File: src/txc_consts.svh
// Constants for the transmit clock select and phase-align block
`ifndef TXC_CONSTS_SVH
`define TXC_CONSTS_SVH
// Three-level clock select encodings on the two-bit select port
`define TXC_CKSEL_LOW 2'h0
`define TXC_CKSEL_MID 2'h1
`define TXC_CKSEL_HIGH 2'h2
// Rising reference edges with phase reset low before it takes effect
`define TXC_RST_EDGES 2'h2
// Serial bit clock multipliers of the transmit PLL
`define TXC_MULT_FULL 5'h0a
`define TXC_MULT_HALF 5'h14
// Phase-align buffer depth and its recentred fill
`define TXC_FIFO_DEPTH 4
`define TXC_FIFO_CENTRE 2
`endif

File: src/txc_pkg.sv
// Types shared by the transmit clock select and phase-align block
package txc_pkg;
    // One transmit character as carried through the phase-align buffer
    typedef struct packed {
        logic word_sync;
        logic [1:0] control;
        logic [7:0] data;
    } txc_char_s;
endpackage

File: src/txc_tx_clock_align.sv
// Transmit input clock select, phase-align buffer and transmit clock output
//
// Function
// - With half-rate reference clock and select low, inputs are sampled and outputs change on both reference edges.
// - While the phase reset is sampled low, the phase-align buffer readjusts its transfer timing.
// - Once the phase reset is sampled high, the buffer phase is held fixed and operation is normal.
// - In half-rate reference sampling mode, the phase reset only clears buffer faults.
// - Characters may be dropped or inserted while the buffer realigns.
// - With clock select low and rate select low, the buffer is bypassed and phase reset ignored.
// - The input register is clocked by the reference clock on select low, else by the host clock.
// - The transmit clock output runs at reference rate, or twice it when rate select is high.
// - The transmit clock output toggles on every reference edge, so it follows the reference phase.
// - The PLL multiplies the reference by twenty at rate select high and by ten when low.
// - Buffer underflow or overflow raises the error flag until a word sync or a phase reset.
`timescale 1ns/1ps
`default_nettype none
`include "txc_consts.svh"
module txc_tx_clock_align #(
    parameter int DEPTH = `TXC_FIFO_DEPTH,
    parameter int CENTRE = `TXC_FIFO_CENTRE,
    parameter int CNT_W = 8
) (
    // Clock and reset
    input wire logic sys_clk_i,
    input wire logic rst_n_i,
    // Clocks from outside
    input wire logic reference_clock_i,
    input wire logic host_transmit_clock_i,
    // Static controls and phase reset
    input wire logic [1:0] tx_input_clock_select_i,
    input wire logic tx_pll_rate_select_i,
    input wire logic tx_phase_reset_n_i,
    // Parallel character from the host
    input wire logic [7:0] tx_data_i,
    input wire logic [1:0] tx_char_control_i,
    input wire logic tx_word_sync_i,
    // Character towards encoder or shifter
    output logic [7:0] char_data_o,
    output logic [1:0] char_control_o,
    output logic char_word_sync_o,
    output logic char_valid_o,
    // Clock output, status and PLL setting
    output logic transmit_clock_out_o,
    output logic transmit_clock_out_n_o,
    output logic tx_error_flag_o,
    output logic buffer_bypass_o,
    output logic [4:0] bit_clock_mult_o
);
    import txc_pkg::*;

    localparam int AW = $clog2(DEPTH);

    // ==========================================================
    // State
    typedef struct packed {
        txc_char_s [DEPTH-1:0] mem;
        logic [AW-1:0] wr_ptr;
        logic [AW-1:0] rd_ptr;
        logic [AW:0] fill;
        txc_char_s in_reg;
        logic in_valid;
        txc_char_s out_char;
        logic out_valid;
        logic [1:0] rst_low_cnt;
        logic err;
        logic tclk;
        logic tclk_n;
        logic [CNT_W-1:0] since_edge;
        logic [CNT_W-1:0] half_len;
        logic bypass;
        logic [4:0] mult;
    } txc_state_s;

    txc_state_s state_q;
    txc_state_s state_d;

    // ==========================================================
    // Synchronisers
    logic ref_rise;
    logic ref_fall;
    logic host_rise;
    logic rst_n_s;
    logic [10:0] pins_s;

    txc_sync #(.WIDTH(1)) u_sync_ref (
        .sys_clk_i(sys_clk_i),
        .rst_n_i(rst_n_i),
        .async_i(reference_clock_i),
        .sync_o(),
        .rise_o(ref_rise),
        .fall_o(ref_fall)
    );

    txc_sync #(.WIDTH(1)) u_sync_host (
        .sys_clk_i(sys_clk_i),
        .rst_n_i(rst_n_i),
        .async_i(host_transmit_clock_i),
        .sync_o(),
        .rise_o(host_rise),
        .fall_o()
    );

    txc_sync #(.WIDTH(1)) u_sync_rst (
        .sys_clk_i(sys_clk_i),
        .rst_n_i(rst_n_i),
        .async_i(tx_phase_reset_n_i),
        .sync_o(rst_n_s),
        .rise_o(),
        .fall_o()
    );

    // Data path delayed like the clocks so edges meet settled data
    txc_sync #(.WIDTH(11)) u_sync_data (
        .sys_clk_i(sys_clk_i),
        .rst_n_i(rst_n_i),
        .async_i({tx_word_sync_i, tx_char_control_i, tx_data_i}),
        .sync_o(pins_s),
        .rise_o(),
        .fall_o()
    );

    // ==========================================================
    // Next state
    always_comb
    begin
        logic half_rate;
        logic sel_ref;
        logic wr_tick;
        logic char_tick;
        logic realign;
        logic do_wr;
        logic do_rd;
        logic ovf;
        logic unf;
        half_rate = tx_pll_rate_select_i;
        sel_ref = (tx_input_clock_select_i == `TXC_CKSEL_LOW);
        wr_tick = 1'b0;
        char_tick = 1'b0;
        realign = 1'b0;
        do_wr = 1'b0;
        do_rd = 1'b0;
        ovf = 1'b0;
        unf = 1'b0;
        state_d = state_q;
        state_d.bypass = sel_ref && !half_rate;
        state_d.mult = half_rate ? `TXC_MULT_HALF : `TXC_MULT_FULL;
        // Input register clock: reference edges or host clock rise
        if (sel_ref)
            wr_tick = ref_rise || (half_rate && ref_fall);
        else
            wr_tick = host_rise;
        // Character clock from the PLL: one per reference period, two at half rate
        char_tick = ref_rise || (half_rate && ref_fall);
        // Phase reset counted on rising reference edges only
        if (ref_rise)
        begin
            if (rst_n_s)
                state_d.rst_low_cnt = 2'h0;
            else if (state_q.rst_low_cnt != `TXC_RST_EDGES)
                state_d.rst_low_cnt = state_q.rst_low_cnt + 2'h1;
        end
        realign = (state_d.rst_low_cnt == `TXC_RST_EDGES) && !state_d.bypass;
        // Half-rate reference mode uses the reset just to clear a fault
        if (sel_ref && half_rate && !state_q.err)
            realign = 1'b0;
        // Input register capture
        state_d.in_valid = wr_tick;
        if (wr_tick)
            state_d.in_reg = txc_char_s'(pins_s);
        // Buffer traffic
        do_wr = state_q.in_valid && !state_d.bypass;
        do_rd = char_tick && !state_d.bypass;
        ovf = do_wr && (state_q.fill == (AW+1)'(DEPTH)) && !do_rd;
        unf = do_rd && (state_q.fill == '0);
        state_d.out_valid = char_tick;
        if (state_d.bypass)
        begin
            // Straight through on the character clock
            if (char_tick)
                state_d.out_char = state_q.in_reg;
        end
        else if (realign)
        begin
            // Recentre; contents are stale so characters may repeat or vanish
            state_d.rd_ptr = '0;
            state_d.wr_ptr = AW'(CENTRE);
            state_d.fill = (AW+1)'(CENTRE);
        end
        else
        begin
            if (do_rd)
            begin
                state_d.out_char = state_q.mem[state_q.rd_ptr];
                if (!unf)
                    state_d.rd_ptr = AW'((state_q.rd_ptr + 1) % DEPTH);
            end
            if (do_wr && !ovf)
            begin
                state_d.mem[state_q.wr_ptr] = state_q.in_reg;
                state_d.wr_ptr = AW'((state_q.wr_ptr + 1) % DEPTH);
            end
            state_d.fill = state_q.fill + (AW+1)'(do_wr && !ovf) - (AW+1)'(do_rd && !unf);
        end
        // Fault flag: a bypass or realign clear wins over a new fault in the same cycle
        if (state_d.bypass || realign || (do_rd && state_d.out_char.word_sync && !unf))
            state_d.err = 1'b0;
        if (!state_d.bypass && !realign && (ovf || unf))
            state_d.err = 1'b1;
        // Measure reference half period to place the extra toggle
        if (ref_rise || ref_fall)
        begin
            state_d.half_len = state_q.since_edge;
            state_d.since_edge = '0;
        end
        else if (state_q.since_edge != '1)
            state_d.since_edge = state_q.since_edge + CNT_W'(1);
        // Clock out toggles per reference edge, twice as often at half rate
        if (ref_rise || ref_fall)
            state_d.tclk = !state_q.tclk;
        else if (half_rate && state_q.half_len != '0
                 && state_q.since_edge == (state_q.half_len >> 1))
            state_d.tclk = !state_q.tclk;
        // Complement in its own flop so the pin has no gate after it
        state_d.tclk_n = !state_d.tclk;
    end

    // ==========================================================
    // State register
    always_ff @(posedge sys_clk_i or negedge rst_n_i)
    begin
        if (!rst_n_i)
        begin
            state_q <= '0;
            state_q.tclk_n <= 1'b1;
        end
        else
        begin
            state_q <= state_d;
        end
    end

    // ==========================================================
    // Outputs, all straight from flops
    assign char_data_o = state_q.out_char.data;
    assign char_control_o = state_q.out_char.control;
    assign char_word_sync_o = state_q.out_char.word_sync;
    assign char_valid_o = state_q.out_valid;
    assign transmit_clock_out_o = state_q.tclk;
    assign transmit_clock_out_n_o = state_q.tclk_n;
    assign tx_error_flag_o = state_q.err;
    assign buffer_bypass_o = state_q.bypass;
    assign bit_clock_mult_o = state_q.mult;
endmodule
`default_nettype wire

File: src/txc_sync.sv
// Two-flop synchroniser with edge pulses for pin inputs
`timescale 1ns/1ps
`default_nettype none
module txc_sync #(
    parameter int WIDTH = 1
) (
    // Clock and reset
    input wire logic sys_clk_i,
    input wire logic rst_n_i,
    // Asynchronous input and synchronised view
    input wire logic [WIDTH-1:0] async_i,
    output logic [WIDTH-1:0] sync_o,
    output logic [WIDTH-1:0] rise_o,
    output logic [WIDTH-1:0] fall_o
);
    logic [WIDTH-1:0] meta_q;
    logic [WIDTH-1:0] sync_q;
    logic [WIDTH-1:0] prev_q;
    logic [2:0] warm_q;

    // First flop feeds only the second one
    always_ff @(posedge sys_clk_i or negedge rst_n_i)
    begin
        if (!rst_n_i)
        begin
            meta_q <= '0;
            sync_q <= '0;
            prev_q <= '0;
            warm_q <= 3'h0;
        end
        else
        begin
            meta_q <= async_i;
            sync_q <= meta_q;
            prev_q <= sync_q;
            warm_q <= {warm_q[1:0], 1'b1};
        end
    end

    // Edges judged on settled samples only
    // Pin level is unknown at reset, so edges wait until all three flops hold real samples
    assign sync_o = sync_q;
    assign rise_o = sync_q & ~prev_q & {WIDTH{warm_q[2]}};
    assign fall_o = ~sync_q & prev_q & {WIDTH{warm_q[2]}};
endmodule
`default_nettype wire

File: config.mk
export PLATFORM = sky130hd
export DESIGN_NAME = txc_tx_clock_align
export DESIGN_NICKNAME = d
export VERILOG_FILES = /design/src/txc_pkg.sv /design/src/txc_tx_clock_align.sv /design/src/txc_sync.sv
export VERILOG_INCLUDE_DIRS = /design/src /design/src/src
export SDC_FILE = /design/constraint.sdc
export NUM_CORES = 1
export LEC_CHECK = 0
export ABC_AREA = 1
export ABC_CLOCK_PERIOD_IN_PS = 1950
export BUFFER_PORTS_ARGS = -buffer_cell sky130_fd_sc_hd__buf_2
export CAP_MARGIN = 20
export CORE_ASPECT_RATIO = 1.75
export CORE_MARGIN = 5
export CORE_UTILIZATION = 54
export DETAILED_ROUTE_END_ITERATION = 10
export GPL_ROUTABILITY_DRIVEN = 1
export PLACE_DENSITY = 0.78
export SLEW_MARGIN = 20
export SYNTH_ARGS = -nofsm -noshare
export SYNTH_HDL_FRONTEND = slang
export SYNTH_SLANG_ARGS = --single-unit
File: constraint.sdc
create_clock -name sys_clk_i -period 1.95 [get_ports sys_clk_i]
set_input_delay 0.0975 -clock sys_clk_i [delete_from_list [all_inputs] [get_ports sys_clk_i]]
set_output_delay 0.0975 -clock sys_clk_i [all_outputs]
set_load 0.03 [all_outputs]
==> flow_metrics.tcl <==
set metrics [dict create \
    crit_arrival_ns 2.38 \
    yosys_warnings 0 \
    core-area_um2 10200 \
    grt_max_degree 43 \
    synth_seq_cells 132 \
    grt-busiest-layer "met2" \
    ir_drop_mv 0.958 \
    synth_nets 645 \
    synthToLayoutAreaGrowth_pct 25.7 \
    final_common_cell "nand2_1" \
    timing.final.crit_share_pct 107 \
    crit_top_cell "inv_2" \
    period_minus_slack_ns 2.09 \
    grt_pass1_vias 4790 \
    dieHeight_um 145 \
    ys_types 33 \
    fin_area_um2 7070 \
    die_w_um 87.1 \
    gp_congestion 0.896 \
    grt_pass1_wl_mm 22.5 \
    cpLargestDelayFamily "adder cells" \
    total_power_mw 10.9 \
    postSynthCellCount 617 \
    multi_input_area_um2 1980 \
    synthArstFlopShare_pct 100 \
    use_met1_pct 24.8 \
    io_pins 40 \
    status "complete, but fails checks" \
    worstPathRequired_ns 2.24 \
    root_buffer "clkbuf_16" \
    tritoncts "yes" \
    fmax_ghz 0.478 \
    cp_max_fo 4 \
    slowest_delay_ns 0.50 \
    antenna_found_initial 0 \
    synthesis.area_um2 5620 \
    hold_class "in2reg" \
    dp_hpwl_mm 8.75 \
    cap_violations 0 \
    maxSlewHeadroom_pct 62.0 \
    drive_above_1_share_pct 19.3 \
    final_cell_mix "195 x nand2_1, 131 x dfrtp_1, 60 x nand3_1, 43 x o21ai_0" \
    placementRows 49 \
    final-seq-area_um2 3300 \
    clock_skew_ns 0.00527 \
    firstDrtPassIters 6 \
    dr.first_iter.drc_count 431 \
    cts.clk_slew.worst_paths_ns 0.06 \
    report.final.slew_viol_count 0 \
    cts_made_buffers 17 \
    rsz0062_at_grt "true" \
    cts_sinks 132 \
    globalRouteMet2Util_pct 40.3 \
    setup_slack_ns -0.144 \
    io_buffer_count 38 \
    crit_buf_inv 4 \
    layout.nets 724 \
    setup_tns_ns -0.263 \
    drc 0 \
    antenna_left 0 \
    via_count 4627 \
    crit_type "reg2reg" \
    crit_path_end_kind "flip-flop" \
    synth-edff-count 0 \
    placed_area_um2 6040 \
    leakagePower_nw 3.59 \
    fillCellCount 723 \
    grt_usage_pct 22.8 \
    clk_latency_ns 0.41 \
    synth_flop_cell "dfrtp_1" \
    drt-wirelength-per-cell_um 16.3 \
    htreeDepth 4 \
    violations "negative setup slack" \
    avgSynthCellArea_um2 9.11 \
    viasPerCell 5.53 \
    setup_viol 3 \
    antenna_cells 0 \
    fp.dieArea_um2 12600 \
    crit_slowest_cell "fa_2" \
    start_util_pct 54.9 \
    use_met3_pct 6.30 \
    ctsLongestPathBuffers 2 \
    wirelength_mm 13.6 \
    crit_chain "buf_4, nand3_2, nand2_2, inv_2, nand3_2, nand3_4, ha_4, inv_2, ha_4, inv_2, fa_2, a31oi_1" \
    grt_remaining_overflow 0 \
    tightestPinTransition_ns 0.570 \
    hold_viol 0 \
    start_kind "flip-flop" \
    synth_seq_area_share_pct 58.8 \
    pwr_density_cell_nw_per_um2 1540 \
]
## state kept, by name (all words and copies together) (netlist names), 2 cells and up
register and cells:
char_control_o 2, state_q 81, bit_clock_mult_o 2, u_sync_data.sync_o 11, char_data_o 8, u_sync_data.meta_q 11
u_sync_host.warm_q 3
## worst paths after layout
path	startpoint	to	slack (ns)	cells after the start
hold reg to reg	u_sync_data.meta_q[10]	u_sync_data.sync_o[10]	0.35	0
min in group asynchronous	rst_n_i	state_q[63]	0.22	2
hold / removal	tx_pll_rate_select_i	char_valid_o	0.20	4
setup / recovery	u_sync_ref.sync_o	state_q[52]	-0.14	12
max in group asynchronous	rst_n_i	transmit_clock_out_n_o	1.05	3
setup reg to reg	u_sync_ref.sync_o	state_q[52]	-0.14	12
## cell type report
type / instances / area share [%]
clock buffer: 20 / 6.60
clock inverter: 12 / 3.50
inverter: 44 / 2.39
multi-input combinational: 403 / 28.0
sequential: 132 / 46.7
tap: 127 / 2.25
timing repair buffer: 98 / 10.5
## metal layers
metal	share of wire (%)	up-vias
li1	-	2137
met1	36	2265
met2	55	176
met3	5.5	49
met4	3.5	0
met5	0	-
## cell usage after synthesis (5+ instances only)
library cell  number  area [um^2]
ha_1               8          100
nand3_1           60          300
nand2_1          198          743
buf_6              6         67.6
clkbuf_1          13         48.8
o22ai_1           11         68.8
nand4_1            7         43.8
nor2_1            35          131
a21oi_1            8         40.0
a31oi_1            5         31.3
inv_1             42          158
dfrtp_1          131         3280
o21ai_0           44          220
buf_4             15          113
## cell families (layout without fill, tap and decap cells)
kind of cell	Yosys count	after routing	synth area share, %
simple gates	314	314	23.7
flops	132	132	58.8
buf+inv	82	174	7.37
compound gates	74	74	7.28
fa+ha+maj	9	9	2.14
xor+xnor	4	4	0.623
other cells	2	2	0.134
## report_power, final
| part | switching, mW | internal, mW |
|---|---|---|
| Sequential | 0.523 | 3.49 |
| Clock | 1.17 | 2.63 |
| Combinational | 1.97 | 1.10 |
| Total | 3.66 | 7.22 |
## worst register-to-register path, cell delays in order (launching register included)
cell     delay (ns)
dfrtp_1        0.39
buf_4          0.13
nand3_2        0.09
nand2_2        0.12
inv_2          0.06
nand3_2        0.08
nand3_4        0.09
ha_4           0.25
inv_2          0.06
ha_4           0.12
inv_2          0.03
fa_2           0.50
a31oi_1        0.08
## metrics by stage
step | hold slack, ns | setup slack, ns | util (%) | cells
after floorplan | -0.198 | -0.0850 | - | 617
after global placement | 0.117 | -0.0588 | 59.0 | 777
after detailed placement | 0.127 | -0.156 | 59.0 | 777
after CTS | 0.169 | -0.134 | 68.1 | 831
after global routing | 0.189 | -0.222 | 69.0 | 836
final | 0.202 | -0.144 | 69.0 | 836
## timing repair
action,in CTS,in global routing
setup buffers,5,5
pin swaps,7,2
hold buffers,17,0
resized for setup,3,11
endpoints found under the setup margin,24,59
endpoints found under the hold margin,53,0
No activity file was read; power rests on OpenSTA's default activity.
